`config.mk`:
```
export PLATFORM = sky130hd
export DESIGN_NAME = pds_sequencer
export DESIGN_NICKNAME = d
export VERILOG_FILES = /design/src/pds_pkg.sv /design/src/pds_delay_timer.sv /design/src/pds_sequencer.sv
export VERILOG_INCLUDE_DIRS = /design/src /design/src/src
export SDC_FILE = /design/constraint.sdc
export NUM_CORES = 1
export LEC_CHECK = 0
export BUFFER_PORTS_ARGS = -buffer_cell sky130_fd_sc_hd__buf_2
export CAP_MARGIN = 5
export CORE_MARGIN = 2
export CORE_UTILIZATION = 52
export CTS_CLUSTER_SIZE = 28
export DETAILED_ROUTE_END_ITERATION = 8
export PLACE_DENSITY = 0.8
export SLEW_MARGIN = 25
export SYNTH_ARGS = -nofsm -noshare
export SYNTH_HDL_FRONTEND = slang
export SYNTH_SLANG_ARGS = --single-unit
```
`constraint.sdc`:
```
create_clock -name i_clk -period 2.2 [get_ports i_clk]
set_input_delay 0.11 -clock i_clk [delete_from_list [all_inputs] [get_ports i_clk]]
set_output_delay 0.11 -clock i_clk [all_outputs]
set_load 0.02 [all_outputs]
```
`src/pds_regs.svh`:
```
/*
 * Register offsets, field positions, reset values and cycle counts
 * of the powerdown sequencer. Assumes nothing; definitions only.
 */
`ifndef PDS_REGS_SVH
`define PDS_REGS_SVH

// ==========================================================
// Control register
// ==========================================================
`define PDS_CTRL_ADDR 14'h3FEF
`define PDS_CTRL_RESET 16'h0000
`define PDS_BIT_CRYSTAL_DRIVE_OFF 15
`define PDS_BIT_EXIT_DELAY_SELECT 14
`define PDS_BIT_FORCE_SLEEP 13
`define PDS_BIT_CONTEXT_CLEAR 12

// ==========================================================
// Program addresses and context values
// ==========================================================
`define PDS_NMI_VECTOR 14'h002C
`define PDS_RESET_VECTOR 14'h0000
`define PDS_STACK_STATE_INIT 8'h55

// ==========================================================
// Start-up counts, in input_clock cycles
// ==========================================================
`define PDS_QUICK_CYCLES 100
`define PDS_QUICK_MIN 100
`define PDS_QUICK_MAX 400
`define PDS_EXIT_DELAY_CYCLES 4096
`define PDS_BOOT_SAMPLE_WAIT 2

`endif

```
`src/pds_pkg.sv`:
```
/*
 * Types of the powerdown sequencer.
 * Assumes pds_regs.svh for the numeric constants.
 */
package pds_pkg;
  // ==========================================================
  // Sequencer states
  // ==========================================================
  typedef enum logic [2:0] {
    PDS_RUN,
    PDS_HANDLER,
    PDS_ENTER,
    PDS_DORMANT,
    PDS_WAKE
  } pds_state_e;
endpackage : pds_pkg

```
`src/pds_delay_timer.sv`:
```
/*
 * Down-counting start-up timer: loads a count on a start pulse and
 * pulses done once that many cycles have passed.
 * Assumes one clock and an asynchronous active-high reset.
 */
`timescale 1ns/10ps
`default_nettype none

module pds_delay_timer #(
  parameter int W = 13
) (
  // Clock and reset
  input wire logic i_clk,
  input wire logic i_sys_rst,
  // Control
  input wire logic i_start,
  input wire logic [W-1:0] i_count,
  // Status
  output logic o_busy,
  output logic o_done
);

  // ==========================================================
  // Counter
  // ==========================================================
  logic [W-1:0] cnt_r;

  // Elaboration check: the done compare needs at least two bits
  if (W < 2) begin : g_bad_w
    $error("pds_delay_timer: W too small");
  end

  // Count down while busy
  always_ff @(posedge i_clk or posedge i_sys_rst) begin
    if (i_sys_rst) begin
      cnt_r <= '0;
      o_busy <= 1'b0;
    end else if (i_start) begin
      cnt_r <= i_count;
      o_busy <= (i_count != '0);
    end else if (o_busy) begin
      cnt_r <= cnt_r - W'(1);
      o_busy <= (cnt_r != W'(1));
    end
  end

  // Done pulse in the cycle after the last counted cycle
  always_ff @(posedge i_clk or posedge i_sys_rst) begin
    if (i_sys_rst) begin
      o_done <= 1'b0;
    end else begin
      o_done <= o_busy && !i_start && (cnt_r == W'(1));
    end
  end

endmodule : pds_delay_timer

`default_nettype wire

```
`src/pds_sequencer.sv`:
```
/*
 * Powerdown sequencer of a DSP core: entry by pin or force bit,
 * non-maskable vector, dormant state on halt, exit by pin or reset.
 * Assumes the core reports halt and interrupt-return execution and
 * obeys the stall, vector and context-clear outputs.
 */
`timescale 1ns/10ps
`default_nettype none
`include "pds_regs.svh"

module pds_sequencer
  import pds_pkg::*;
#(
  parameter int QUICK_CYCLES = `PDS_QUICK_CYCLES,
  parameter int EXIT_DELAY_CYCLES = `PDS_EXIT_DELAY_CYCLES
) (
  // Clock and reset
  input wire logic i_clk,
  input wire logic i_sys_rst,
  // Pins from outside
  input wire logic i_pwd_n,
  input wire logic [1:0] i_boot_mode,
  // Core data memory access to the control register
  input wire logic i_dm_wr,
  input wire logic i_dm_rd,
  input wire logic [13:0] i_dm_addr,
  input wire logic [15:0] i_dm_wdata,
  output logic [15:0] o_dm_rdata,
  // Core instruction events
  input wire logic i_idle_exec,
  input wire logic i_rti_exec,
  // Core control
  output logic o_nmi_req,
  output logic [13:0] o_fetch_addr,
  output logic o_resume,
  output logic o_ctx_clear,
  output logic [7:0] o_stack_state_init,
  output logic o_fetch_stall,
  output logic o_core_clk_en,
  output logic o_hold_outputs,
  output logic o_xtal_drive_en,
  output logic o_boot_load
);

  localparam int TW = 13;

  // Elaboration checks on the start-up counts
  if (QUICK_CYCLES < `PDS_QUICK_MIN || QUICK_CYCLES > `PDS_QUICK_MAX) begin : g_bad_quick
    $error("pds_sequencer: QUICK_CYCLES out of range");
  end
  if (QUICK_CYCLES + EXIT_DELAY_CYCLES >= (1 << TW)) begin : g_bad_count
    $error("pds_sequencer: start-up counts too large");
  end

  // ==========================================================
  // Pin synchronisers and edges
  // ==========================================================
  logic pwd_m_r, pwd_s_r, pwd_p_r;
  logic [1:0] boot_m_r, boot_s_r;
  logic pwd_fall, pwd_rise;

  // Two flip-flops on each pin, a third on the request pin for edge detection
  always_ff @(posedge i_clk or posedge i_sys_rst) begin
    if (i_sys_rst) begin
      pwd_m_r <= 1'b1;
      pwd_s_r <= 1'b1;
      pwd_p_r <= 1'b1;
      boot_m_r <= 2'h3;
      boot_s_r <= 2'h3;
    end else begin
      pwd_m_r <= i_pwd_n;
      pwd_s_r <= pwd_m_r;
      pwd_p_r <= pwd_s_r;
      boot_m_r <= i_boot_mode;
      boot_s_r <= boot_m_r;
    end
  end

  assign pwd_fall = pwd_p_r && !pwd_s_r;
  assign pwd_rise = !pwd_p_r && pwd_s_r;

  // ==========================================================
  // Control register
  // ==========================================================
  function automatic logic ctrl_hit(input logic [13:0] addr);
    return addr == `PDS_CTRL_ADDR;
  endfunction : ctrl_hit

  logic [15:0] ctrl_r;
  logic ctrl_wr, force_set, force_clr, req_lvl;
  pds_state_e state_r;

  assign ctrl_wr = i_dm_wr && ctrl_hit(i_dm_addr);
  assign force_set = ctrl_wr && i_dm_wdata[`PDS_BIT_FORCE_SLEEP];
  assign req_lvl = !pwd_s_r || ctrl_r[`PDS_BIT_FORCE_SLEEP];

  // Write storage; force bit cleared by hardware, a new set wins
  always_ff @(posedge i_clk or posedge i_sys_rst) begin
    if (i_sys_rst) begin
      ctrl_r <= `PDS_CTRL_RESET;
    end else begin
      if (ctrl_wr) begin
        ctrl_r <= i_dm_wdata;
      end
      if (force_clr && !force_set) begin
        ctrl_r[`PDS_BIT_FORCE_SLEEP] <= 1'b0;
      end
    end
  end

  // Read data
  always_ff @(posedge i_clk or posedge i_sys_rst) begin
    if (i_sys_rst) begin
      o_dm_rdata <= 16'h0000;
    end else if (i_dm_rd) begin
      o_dm_rdata <= ctrl_hit(i_dm_addr) ? ctrl_r : 16'h0000;
    end
  end

  // ==========================================================
  // Sequencer
  // ==========================================================
  logic phase_r, enter_two_r, rise_seen_r;
  logic tmr_start, tmr_busy, tmr_done;
  logic [TW-1:0] tmr_count;
  logic enter_req, exit_req;

  assign enter_req = (state_r == PDS_HANDLER) && i_idle_exec && req_lvl;
  assign exit_req = (state_r == PDS_DORMANT) && (pwd_rise || rise_seen_r);
  assign force_clr = enter_req || ((state_r == PDS_HANDLER) && i_rti_exec);
  assign tmr_start = exit_req;
  // Quick period alone, or with the added delay
  assign tmr_count = ctrl_r[`PDS_BIT_EXIT_DELAY_SELECT] ?
                     TW'(QUICK_CYCLES + EXIT_DELAY_CYCLES) :
                     TW'(QUICK_CYCLES);

  // Internal clock phase, picks one or two entry cycles
  always_ff @(posedge i_clk or posedge i_sys_rst) begin
    if (i_sys_rst) begin
      phase_r <= 1'b0;
    end else begin
      phase_r <= !phase_r;
    end
  end

  // State transitions
  always_ff @(posedge i_clk or posedge i_sys_rst) begin
    if (i_sys_rst) begin
      state_r <= PDS_RUN;
      enter_two_r <= 1'b0;
      rise_seen_r <= 1'b0;
    end else begin
      case (state_r)
        PDS_RUN: begin
          if (pwd_fall || force_set) state_r <= PDS_HANDLER;
        end
        PDS_HANDLER: begin
          if (enter_req) begin
            state_r <= PDS_ENTER;
            enter_two_r <= phase_r;
            rise_seen_r <= 1'b0;
          end else if (i_rti_exec) begin
            state_r <= PDS_RUN;
          end
        end
        PDS_ENTER: begin
          if (pwd_rise) rise_seen_r <= 1'b1;
          if (enter_two_r) enter_two_r <= 1'b0;
          else state_r <= PDS_DORMANT;
        end
        PDS_DORMANT: begin
          if (exit_req) begin
            state_r <= PDS_WAKE;
            rise_seen_r <= 1'b0;
          end
        end
        PDS_WAKE: begin
          // Cleared context restarts at the reset vector, outside the handler
          if (tmr_done) begin
            state_r <= ctrl_r[`PDS_BIT_CONTEXT_CLEAR] ? PDS_RUN : PDS_HANDLER;
          end
        end
        default: state_r <= PDS_RUN;
      endcase
    end
  end

  pds_delay_timer #(.W(TW)) u_timer (
    .i_clk(i_clk),
    .i_sys_rst(i_sys_rst),
    .i_start(tmr_start),
    .i_count(tmr_count),
    .o_busy(tmr_busy),
    .o_done(tmr_done)
  );

  // ==========================================================
  // Core control outputs
  // ==========================================================
  logic wake_done;
  assign wake_done = (state_r == PDS_WAKE) && tmr_done;

  // Vector request, resume and context clear pulses
  always_ff @(posedge i_clk or posedge i_sys_rst) begin
    if (i_sys_rst) begin
      o_nmi_req <= 1'b0;
      o_resume <= 1'b0;
      o_ctx_clear <= 1'b0;
      o_fetch_addr <= `PDS_RESET_VECTOR;
    end else begin
      o_nmi_req <= ((state_r == PDS_RUN) || (state_r == PDS_HANDLER)) &&
                   (pwd_fall || force_set);
      o_resume <= wake_done;
      o_ctx_clear <= wake_done && ctrl_r[`PDS_BIT_CONTEXT_CLEAR];
      if (((state_r == PDS_RUN) || (state_r == PDS_HANDLER)) && (pwd_fall || force_set)) begin
        o_fetch_addr <= `PDS_NMI_VECTOR;
      end else if (wake_done && ctrl_r[`PDS_BIT_CONTEXT_CLEAR]) begin
        o_fetch_addr <= `PDS_RESET_VECTOR;
      end
    end
  end

  assign o_stack_state_init = `PDS_STACK_STATE_INIT;
  assign o_core_clk_en = (state_r != PDS_DORMANT);
  assign o_hold_outputs = (state_r == PDS_DORMANT);
  assign o_fetch_stall = (state_r == PDS_DORMANT) || (state_r == PDS_WAKE);
  assign o_xtal_drive_en = !((state_r == PDS_DORMANT) &&
                             ctrl_r[`PDS_BIT_CRYSTAL_DRIVE_OFF]);

  // ==========================================================
  // Boot request after reset
  // ==========================================================
  logic [1:0] boot_wait_r;

  // Sample boot pins once both synchroniser stages hold pin values
  always_ff @(posedge i_clk or posedge i_sys_rst) begin
    if (i_sys_rst) begin
      boot_wait_r <= 2'h0;
      o_boot_load <= 1'b0;
    end else begin
      o_boot_load <= 1'b0;
      if (boot_wait_r != 2'h3) begin
        boot_wait_r <= boot_wait_r + 2'h1;
      end
      if (boot_wait_r == 2'(`PDS_BOOT_SAMPLE_WAIT)) begin
        o_boot_load <= (boot_s_r == 2'h0);
      end
    end
  end
endmodule : pds_sequencer

`default_nettype wire

```
==> run_results.csv, run 1 <==
group,metric,value,unit
outcome,status,"finished clean",
place,io_buffers,65,
timing,fin_crit_sh,86.12,%
logic_synthesis,yosysTopAreaCellShare,49.88,%
floorplan,std_cell_rows,27,
cts,numCtsBuffers,9,
floorplan,core,5540,um2
timing,relSlewSlack,59.89,%
logic_synthesis,async_flop_share,100.0,%
grt,track_usage,20.59,%
timing,setup_ws,0.3053,ns
logic_synthesis,synth-compound-area-share,8.936,%
setup_path,rr_endpoint,"state_r[0]",
logic_synthesis,synthMuxAreaShare,5.943,%
setup_path,r2r_start,"pwd_s_r",
cells_and_area,syn2layout_area_growth,24.06,%
logic_synthesis,synthesis.area,3010,um2
setup_path,cp-end-kind,"flop",
setup_path,reg2reg_slack,0.31,ns
setup_path,path_class,"flop to flop",
cells_and_area,diodes,0,
drt,dr_total_vias,2241,
power_and_ir_drop,leakage,1.863,nW
timing,hold_viol,0,
logic_synthesis,ys_top_cells_by_area,"dfrtp_1, dfstp_2, mux2_2",
setup_path,arrival,2.17,ns
cts,cts_setup_buffers,0,
timing,maxSlewViolCount,0,
cts,clock_path_buffers,2,
logic_synthesis,synthFlopType,"dfrtp_1",
place,gp_congestion,0.8156,
drt,ant_nets,0,
logic_synthesis,synth_top_family_by_area,"simple AND/OR/NAND/NOR gates",
logic_synthesis,ys_warn_count,0,
timing,finalClockSkew,0.003247,ns
floorplan,dieArea,6414,um2
cts,cts_root_buffer,"clkbuf_8",
logic_synthesis,synth_edf_count,0,
timing,worst_pin_slew,0.6017,ns
setup_path,crit_start,"pwd_s_r",
logic_synthesis,yosys.area_share.simple,14.55,%
timing,post-route-min-period,1.895,ns
cts,cts_sinks,67,
logic_synthesis,seq_area_frac_synth,55.99,%
drt,routed_wl,5.973,mm
logic_synthesis,synthAdderAreaFrac,1.663,%
place,pre_cts_slack,0.3774,ns
grt,grt_start_max_net_pins,41,
logic_synthesis,synth_xor_area_share,2.618,%
power_and_ir_drop,max-vdd-ir-drop,0.8374,mV
grt,grt_pass1_vias,2171,
logic_synthesis,ys_types,46,
setup_path,timing.critical_path.to,"state_r[0]",
cells_and_area,nets,411,
drt,firstDrtPassIters,6,
logic_synthesis,syn_avg_cell_area,10.53,um2
cts,cts_tree,"done",
drt,detail_route.wl_per_cell,13.42,um
timing,fin_tns_setup,0,ns
drt,drt_iter0_drc,115,
timing,rsz0062_at_grt,"no",
cts,clk_pin_slew_worst_paths,0.08,ns
job,maxCapViolCount,0,
floorplan,start_util,54.34,%
logic_synthesis,synth_area_leader_cell,"dfrtp_1",
worst_hold_path,hp-class,"input port to flop",
drt,via_per_inst,5.036,
grt,grt_first_pass_wirelength,9.922,mm
cells_and_area,drive_gt1_share,30.56,%
logic_synthesis,yosys_register_bits,67,
place,dp_hpwl,4.044,mm
setup_path,cp.required,2.47,ns
timing,fmax,527.8,MHz
timing,setup_viol,0,
setup_path,startpoint_type,"flop",
floorplan,ios,85,
worst_hold_path,hp-start,"i_dm_wdata[2]",
cts,htree_levels,3,
power_and_ir_drop,power_density,967.6,nW/um2
cells_and_area,nFillCells,413,
grt,grt-ovfl-total,0,
drt,drc,0,
setup_path,crit_path_max_fanout,4,
floorplan,fp.dieH,80.09,um
cts,clk_latency,0.34,ns
logic_synthesis,synth_cells,286,
setup_path,rr_worst_depth,5,
grt,grt_antenna_before_repair,0,
floorplan,die_w,80.09,um
## where the power goes
group	switching, mW	internal (mW)	total, mW
clock	0.467	0.785	1.25
sequential	0.218	1.41	1.63
combinational	0.402	0.334	0.736
## final cells by class
type / count / area (um2) / area share (%)
clock buffers: 10 / 137.6 / 3.685
flip-flops and latches: 67 / 1685 / 45.13
repair buffers: 84 / 518.0 / 13.87
clock inverters: 6 / 112.6 / 3.015
multi-input cells: 178 / 1086 / 29.08
well taps: 72 / 90.09 / 2.412
inverters: 28 / 105.1 / 2.814
## how the worst min path moves through the flow
stage	slack (ns)	endpoint	cells after the start
after floorplan	0.11	boot_m_r[0]	0
after detailed placement	0.21	ctrl_r[14]	2
after global placement	0.21	ctrl_r[14]	2
after global routing	0.003	ctrl_r[2]	2
after CTS	0.002	ctrl_r[15]	2
final	0.008	ctrl_r[2]	2
## state kept, by name, indices dropped and copies added (netlist names)
signal	flops
u_timer.o_busy	1
o_fetch_addr	1
boot_wait_r	2
pwd_p_r	1
rise_seen_r	1
phase_r	1
o_boot_load	1
o_dm_rdata	16
boot_s_r	2
u_timer.o_done	1
o_ctx_clear	1
ctrl_r	16
o_resume	1
pwd_m_r	1
pwd_s_r	1
o_nmi_req	1
u_timer.cnt_r	13
boot_m_r	2
enter_two_r	1
state_r	3
## placed cells by master, fill, tap and decap left out, drive strengths merged, types with 3 or more instances in the layout
cell / count
nand3: 3
nand2: 28
bufinv: 3
dlygate4sd3: 15
nor2: 18
ha: 4
buf: 69
clkinv: 3
conb: 19
mux2: 15
or3: 4
xnor2: 7
and2: 3
dfstp: 7
nor2b: 3
clkbuf: 10
nor3: 3
dfrtp: 60
a21oi: 5
inv: 28
o21ai: 33
nor4: 6
## metrics by stage
| stage | utilization (%) | hold slack (ns) | cell area [um2] | cells | power [mW] |
|---|---|---|---|---|---|
| floorplan | - | 0.1145 | 3074 | 303 | 2.176 |
| global placement | 60.19 | 0.2064 | 3334 | 414 | 2.312 |
| detailed placement | 60.19 | 0.2102 | 3334 | 414 | 2.350 |
| CTS | 67.23 | 0.001657 | 3725 | 444 | 3.636 |
| global route | 67.41 | 0.003431 | 3735 | 445 | 3.831 |
| finish | 67.41 | 0.008372 | 3735 | 445 | 3.614 |
## synth_stat cells (2+ instances only)
cell	n
a21oi_1	5
and2_1	3
buf_2	2
buf_4	22
clkbuf_1	6
conb_1	2
dfrtp_1	60
dfstp_2	7
ha_1	4
inv_1	28
mux2_2	15
nand2_1	28
nand2b_1	2
nand3_1	3
nor2_1	18
nor2b_1	3
nor3_1	3
nor3b_1	2
nor4_1	5
o21ai_0	32
or3_1	4
xnor2_1	7
xor2_1	2
## repair_timing
action	in CTS	in global routing
hold buffers	14	1
gates resized for setup	0	0
hold endpoints to repair	39	1
## routing by layer
layer,wire length [um],track usage (%),vias to the layer above
met5,0,0,-
met4,125,10.00,0
met3,260,4.944,15
met2,3166,36.50,64
met1,2421,23.09,1085
li1,-,-,1077
## worst max-delay path, cell delays in order, from the launching register on
cell and delay [ns]:
dfstp_2 0.56, nor2b_1 0.32, o31ai_1 0.13, a221oi_1 0.36, or3b_1 0.38, o21ai_1 0.08
## cells by family (layout without fill, tap and decap cells)
family / after synthesis / after routing
xor gates and xnor gates: 9 / 9
muxes: 16 / 16
DFF: 67 / 67
and+or+nand+nor: 82 / 82
buffers and inverters: 58 / 128
other: 2 / 19
adders and majority gates: 4 / 4
AOI/OAI and AO/OA: 48 / 48
Note: power is estimated with default switching activity, not from simulation.
==> run 2, diff against run 1 <==
--- a/config.mk
+++ b/config.mk
@@ -12,8 +12,9 @@
 export CORE_UTILIZATION = 52
 export CTS_CLUSTER_SIZE = 28
 export DETAILED_ROUTE_END_ITERATION = 8
-export PLACE_DENSITY = 0.8
+export PLACE_DENSITY = 0.79
 export SLEW_MARGIN = 25
 export SYNTH_ARGS = -nofsm -noshare
 export SYNTH_HDL_FRONTEND = slang
+export SYNTH_HIERARCHICAL = 1
 export SYNTH_SLANG_ARGS = --single-unit
==> run 2 against run 1 <==
  * Clock power fell by 32%
  * Largest power group unchanged
  * Synthesized cell count is 5.2% higher
  * Register-to-register slack got worse by 0.13 ns
  * Global-route usage decreased by 0.38 points
  * Routed wire length up 1.8%
  * Critical path type unchanged
  * Power shrank 6.1%
==> run_results.csv, run 2 <==
group,metric,value,unit
outcome,status,"finished clean",
cts,cts_setup_buffers,0,
drt,drt_iter0_drc,189,
floorplan,die_w,82.38,um
worst_hold_path,hp-start,"i_dm_wdata[2]",
floorplan,ios,85,
cts,cts_tree,"done",
grt,grt_pass1_vias,2242,
floorplan,std_cell_rows,28,
grt,grt_first_pass_wirelength,10.20,mm
place,dp_hpwl,4.273,mm
floorplan,fp.dieH,82.38,um
setup_path,reg2reg_slack,0.18,ns
setup_path,crit_start,"pwd_s_r",
setup_path,cp.required,2.41,ns
floorplan,core,5921,um2
timing,hold_ws,0.01301,ns
job,maxCapViolCount,0,
cts,cts_sinks,67,
place,gp_congestion,0.7744,
setup_path,startpoint_type,"flop",
cells_and_area,drive_gt1_share,28.47,%
timing,rsz0062_at_grt,"no",
logic_synthesis,seq_area_frac_synth,52.76,%
logic_synthesis,ys_warn_count,6,
timing,relSlewSlack,54.33,%
logic_synthesis,synth_area_leader_cell,"dfrtp_1",
timing,worst_pin_slew,0.6840,ns
drt,ant_nets,0,
setup_path,path_class,"flop to flop",
cells_and_area,reg.largest.list,"ctrl_r x16, o_dm_rdata x16, u_timer/cnt_r x13",
cts,htree_levels,3,
drt,firstDrtPassIters,4,
timing,maxSlewViolCount,0,
logic_synthesis,synthTopCellsByCount,"dfrtp_1, nand2_1, inv_1, o21ai_0, buf_4",
worst_hold_path,hp-class,"input port to flop",
logic_synthesis,yosys_register_bits,67,
cells_and_area,nets,449,
timing,fin_tns_setup,0,ns
logic_synthesis,yosysMostFrequentCell,"dfrtp_1",
power_and_ir_drop,max-vdd-ir-drop,0.6043,mV
logic_synthesis,synthFlopType,"dfrtp_1",
cts,clk_pin_slew_worst_paths,0.07,ns
grt,globalRouteMet3Util,4.891,%
drt,drc,0,
floorplan,dieArea,6786,um2
place,place_inst,457,
power_and_ir_drop,leakage,1.933,nW
timing,post-route-min-period,2.023,ns
power_and_ir_drop,power.total,3.393,mW
logic_synthesis,yosysTopAreaCellShare,47.00,%
logic_synthesis,synth_edf_count,0,
grt,track_usage,20.21,%
grt,grt-ovfl-total,0,
grt,grt_start_max_net_pins,36,
grt,met2_usage,33.23,%
logic_synthesis,ys_top_cells_by_area,"dfrtp_1, dfstp_2, buf_4",
cells_and_area,nFillCells,480,
drt,via_per_inst,4.753,
logic_synthesis,syn_avg_cell_area,10.61,um2
timing,fin_crit_sh,91.93,%
timing,fmax,494.4,MHz
timing,setup_viol,0,
timing,hold_viol,0,
timing,finalClockSkew,0.006061,ns
cells_and_area,final_cell_mix,"buf_2, dfrtp_1, conb_1, nand2_1, o21ai_0",
setup_path,cp-end-kind,"flop",
cts,numCtsBuffers,9,
logic_synthesis,synth_cells,301,
logic_synthesis,synthesis.area,3194,um2
cells_and_area,syn2layout_area_growth,21.70,%
logic_synthesis,async_flop_share,100.0,%
floorplan,start_util,53.95,%
grt,grt-busiest-layer,"met2",
drt,routed_wl,6.083,mm
grt,grt_use_met1,26.22,%
place,io_buffers,65,
cells_and_area,fin_util,65.66,%
logic_synthesis,ys_types,53,
setup_path,arrival,2.23,ns
setup_path,crit_path_max_fanout,13,
cts,clk_latency,0.33,ns
cells_and_area,diodes,0,
power_and_ir_drop,power_density,872.8,nW/um2
cts,clock_path_buffers,2,
setup_path,r2r_start,"pwd_s_r",
drt,dr_total_vias,2310,
cts,cts_root_buffer,"clkbuf_8",
grt,grt_antenna_before_repair,0,
cells_and_area,layout.cells.non_filler,486,
drt,detail_route.wl_per_cell,12.52,um
cells_and_area,final_common_cell,"buf_2",
-- run 2: changes by cell type in the layout (fill, tap and decap cells not counted), sizes merged, moves of 3 or more --
| cell | delta |
|---|---|
| nor2 | -8 |
| xnor2 | +5 |
| o21ai | +4 |
| clkbuf | +3 |
| a21oi | -3 |
| bufinv | -3 |
| nand2 | +12 |
| or3 | -3 |
| conb | +24 |
| buf | +3 |
| nor3 | +3 |
-- run 2: report_power, final --
group / switching, mW / internal (mW) / leakage, nW
sequential: 0.202 / 1.42 / 0.855
combinational: 0.494 / 0.421 / 1.00
clock: 0.440 / 0.415 / 0.0778
-- run 2: worst paths after layout --
kind / to / cells after the start
worst min register to register: boot_s_r[0] / 0
worst min-delay path: ctrl_r[2] / 2
worst max-delay path: u_timer/cnt_r[1] / 6
min in group asynchronous: u_timer/o_done / 3
max in group asynchronous: ctrl_r[5] / 4
worst max register to register: u_timer/cnt_r[1] / 6
-- run 2: layout make-up --
class                           instances  area [um2]  area share, %
Clock inverter                          3       25.02         0.6437
Multi-Input combinational cell        215        1331          34.25
Tap cell                               75       93.84          2.414
Inverter                               28       105.1          2.704
Timing Repair Buffer                   85       508.0          13.07
Clock buffer                           13       138.9          3.573
Sequential cell                        67        1685          43.35
-- run 2: metrics by stage --
stage	setup slack, ns	cell area (um2)
floorplan	0.2103	3348
global placement	0.3060	3593
detailed placement	0.1974	3593
CTS	0.1651	3887
global route	0.04110	3887
finish	0.1775	3887
-- run 2: repair_timing --
| item | CTS | global route |
|---|---|---|
| gates resized for setup | 0 | 0 |
| hold buffers | 13 | 0 |
| endpoints found under the hold margin | 53 | 0 |
-- run 2: logic make-up (layout without fill, tap and decap cells) --
group | Yosys count | in the layout | synth area share [%]
xor+xnor | 13 | 13 | 3.564
buf+inv | 60 | 129 | 10.38
fa+ha+maj | 4 | 4 | 1.567
compound gates | 54 | 54 | 9.871
other cells | 2 | 43 | 0.2351
mux | 16 | 16 | 6.581
simple gates | 85 | 85 | 15.04
flops | 67 | 67 | 52.76
-- run 2: critical path, cell delays in order, from the launching register on --
cell and delay [ns]:
dfstp_2 0.56, nor2b_1 0.19, o22ai_1 0.13, a221o_1 0.37, nor2_1 0.30, buf_4 0.24, o21ai_0 0.10
-- run 2: layer usage --
metal,vias to the layer above,part of all wire [%]
li1,1153,-
met1,1075,45
met2,74,48
met3,8,5.6
met4,0,1.2
met5,-,0
==> run 3, diff against run 2 <==
--- a/config.mk
+++ b/config.mk
@@ -9,10 +9,10 @@
 export BUFFER_PORTS_ARGS = -buffer_cell sky130_fd_sc_hd__buf_2
 export CAP_MARGIN = 5
 export CORE_MARGIN = 2
-export CORE_UTILIZATION = 52
+export CORE_UTILIZATION = 45
 export CTS_CLUSTER_SIZE = 28
 export DETAILED_ROUTE_END_ITERATION = 8
-export PLACE_DENSITY = 0.79
+export PLACE_DENSITY = 0.7
 export SLEW_MARGIN = 25
 export SYNTH_ARGS = -nofsm -noshare
 export SYNTH_HDL_FRONTEND = slang
==> run 3 against run 2 <==
  * Clock skew is 0.0032 ns higher
  * Die area is 15% higher
  * Clock-buffer cell count is 3 lower
  * Setup slack better by 0.15 ns
  * Critical path depth is 2 lower
  * Combinational power hardly changed
  * Highest routed layer unchanged
==> run_results.csv, run 3 (synthesized netlist as in run 2, its figures left out) <==
group,metric,value,unit
worst_hold_path,hold_path_depth,2,
drt,drt_iter0_drc,74,
setup_path,r2r_start,"u_timer/cnt_r[2]",
power_and_ir_drop,power_density,907.4,nW/um2
timing,setup_ws,0.3259,ns
grt,grt-ovfl-total,0,
floorplan,dieArea,7788,um2
cells_and_area,diodes,0,
place,place_inst,479,
drt,wl_met1,2.769,mm
outcome,status,"finished clean",
job,maxCapViolCount,0,
timing,maxSlewViolCount,0,
timing,hold_viol,0,
grt,grt_start_max_net_pins,25,
place,dp_hpwl,4.344,mm
timing,post-route-min-period,1.874,ns
power_and_ir_drop,leakage,1.984,nW
cts,cts_sinks,67,
drt,routed_wl,6.017,mm
timing,fin_tns_setup,0,ns
timing,rsz0062_at_grt,"no",
drt,via_per_inst,4.489,
timing,finalClockSkew,0.009305,ns
cells_and_area,nets,453,
worst_hold_path,hp-class,"input port to flop",
place,gp_congestion,0.8619,
drt,detail_route.wl_per_cell,11.77,um
grt,grt_first_pass_wirelength,10.23,mm
drt,drc,0,
worst_hold_path,hp-start,"i_dm_wdata[6]",
power_and_ir_drop,pwr-share-comb,25.2,%
setup_path,cp.required,2.42,ns
timing,relSlewSlack,60.56,%
cts,cts_setup_buffers,0,
setup_path,crit_path_max_fanout,8,
floorplan,start_util,46.76,%
setup_path,rr_endpoint,"u_timer/o_busy",
power_and_ir_drop,p_switching,1.146,mW
place,io_buffers,65,
drt,ant_nets,0,
floorplan,core,6832,um2
cts,clk_pin_slew_worst_paths,0.07,ns
place,dpl-instance-area,3627,um2
cells_and_area,final_common_cell,"buf_2",
floorplan,die_w,88.25,um
cells_and_area,fin_area,4006,um2
power_and_ir_drop,p_clk_share,30.6,%
timing,fmax,533.6,MHz
timing,fin_crit_sh,85.19,%
cells_and_area,drive_gt1_share,29.16,%
cells_and_area,fin_util,58.64,%
drt,firstDrtPassIters,4,
grt,track_usage,17.22,%
cts,cts_tree,"done",
cts,htree_levels,3,
grt,grt_antenna_before_repair,0,
cts,cts_root_buffer,"clkbuf_8",
cells_and_area,final_cell_mix,"buf_2, dfrtp_1, conb_1, nand2_1, o21ai_0",
cts,clock_path_buffers,2,
drt,dr_wl_met3,225,um
cells_and_area,layout.cells.non_filler,511,
floorplan,fp.dieH,88.25,um
drt,top_layer,"met4",
cells_and_area,syn2layout_area_growth,25.42,%
cts,clk_latency,0.34,ns
cells_and_area,reg.largest.list,"ctrl_r x16, o_dm_rdata x16, u_timer/cnt_r x13",
timing,worst_pin_slew,0.5909,ns
power_and_ir_drop,max-vdd-ir-drop,0.3993,mV
setup_path,rr_worst_depth,4,
power_and_ir_drop,swShare,31.52,%
floorplan,ios,85,
timing,setup_viol,0,
floorplan,std_cell_rows,30,
worst_hold_path,min_to,"ctrl_r[6]",
drt,routed-wl-met2,2.902,mm
setup_path,startpoint_type,"flop",
setup_path,arrival,2.09,ns
power_and_ir_drop,internal_power,2.489,mW
setup_path,reg2reg_slack,0.33,ns
place,pre_cts_slack,0.3368,ns
setup_path,cp-end-kind,"flop",
power_and_ir_drop,p_seq_share,44.2,%
drt,dr_total_vias,2294,
setup_path,path_class,"flop to flop",
cts,numCtsBuffers,9,
grt,grt_pass1_vias,2231,
==> run 3: cell type report <==
| class | instances | area (um2) |
|---|---|---|
| timing repair buffer | 89 | 545.5 |
| inverter | 28 | 105.1 |
| sequential | 67 | 1685 |
| clock buffer | 10 | 127.6 |
| fill | 619 | 2825 |
| multi-input combinational | 215 | 1331 |
| clock inverter | 6 | 91.34 |
| tap | 96 | 120.1 |
==> run 3: how the worst max path moves through the flow <==
stage,from,endpoint,cells past startpoint
3_5_place_dp,pwd_s_r,u_timer/cnt_r[6],6
5_1_grt,pwd_s_r,u_timer/o_busy,7
4_1_cts,pwd_s_r,u_timer/cnt_r[6],6
2_1_floorplan,pwd_s_r,u_timer/cnt_r[1],7
3_3_place_gp,pwd_s_r,u_timer/cnt_r[3],6
6_report,u_timer/cnt_r[2],u_timer/o_busy,4
==> run 3: what timing repair did <==
item | CTS | global route
gates resized for setup | 0 | 0
endpoints found under the setup margin | 0 | 0
hold buffers | 16 | 0
hold endpoints to repair | 45 | 0
==> run 3: power groups by stage <==
stage	Sequential, mW	Clock, mW	Combinational [mW]
finish	1.61	1.11	0.917
global route	1.64	1.19	1.04
CTS	1.61	1.14	0.923
detailed placement	1.62	0	0.898
global placement	1.62	0	0.875
floorplan	1.57	0	0.737
==> run 3: critical path, cell delays in order (launching register included) <==
cell      delay (ns)
dfrtp_1         0.42
or4_1           0.73
nor3b_1         0.26
nand3b_1        0.13
a31o_1          0.23
==> run 3: metrics by stage <==
step	hold WS [ns]	power [mW]
2_1_floorplan	0.01148	2.312
6_report	0.02032	3.635
4_1_cts	0.004106	3.672
3_3_place_gp	0.1807	2.494
5_1_grt	0.01609	3.880
3_5_place_dp	0.1805	2.522
==> run 3: per-layer routing <==
metal  up-vias  track usage [%]
met4         0            8.402
li1       1161                -
met2        51            27.89
met1      1073            22.06
met5         -                0
met3         9            3.638
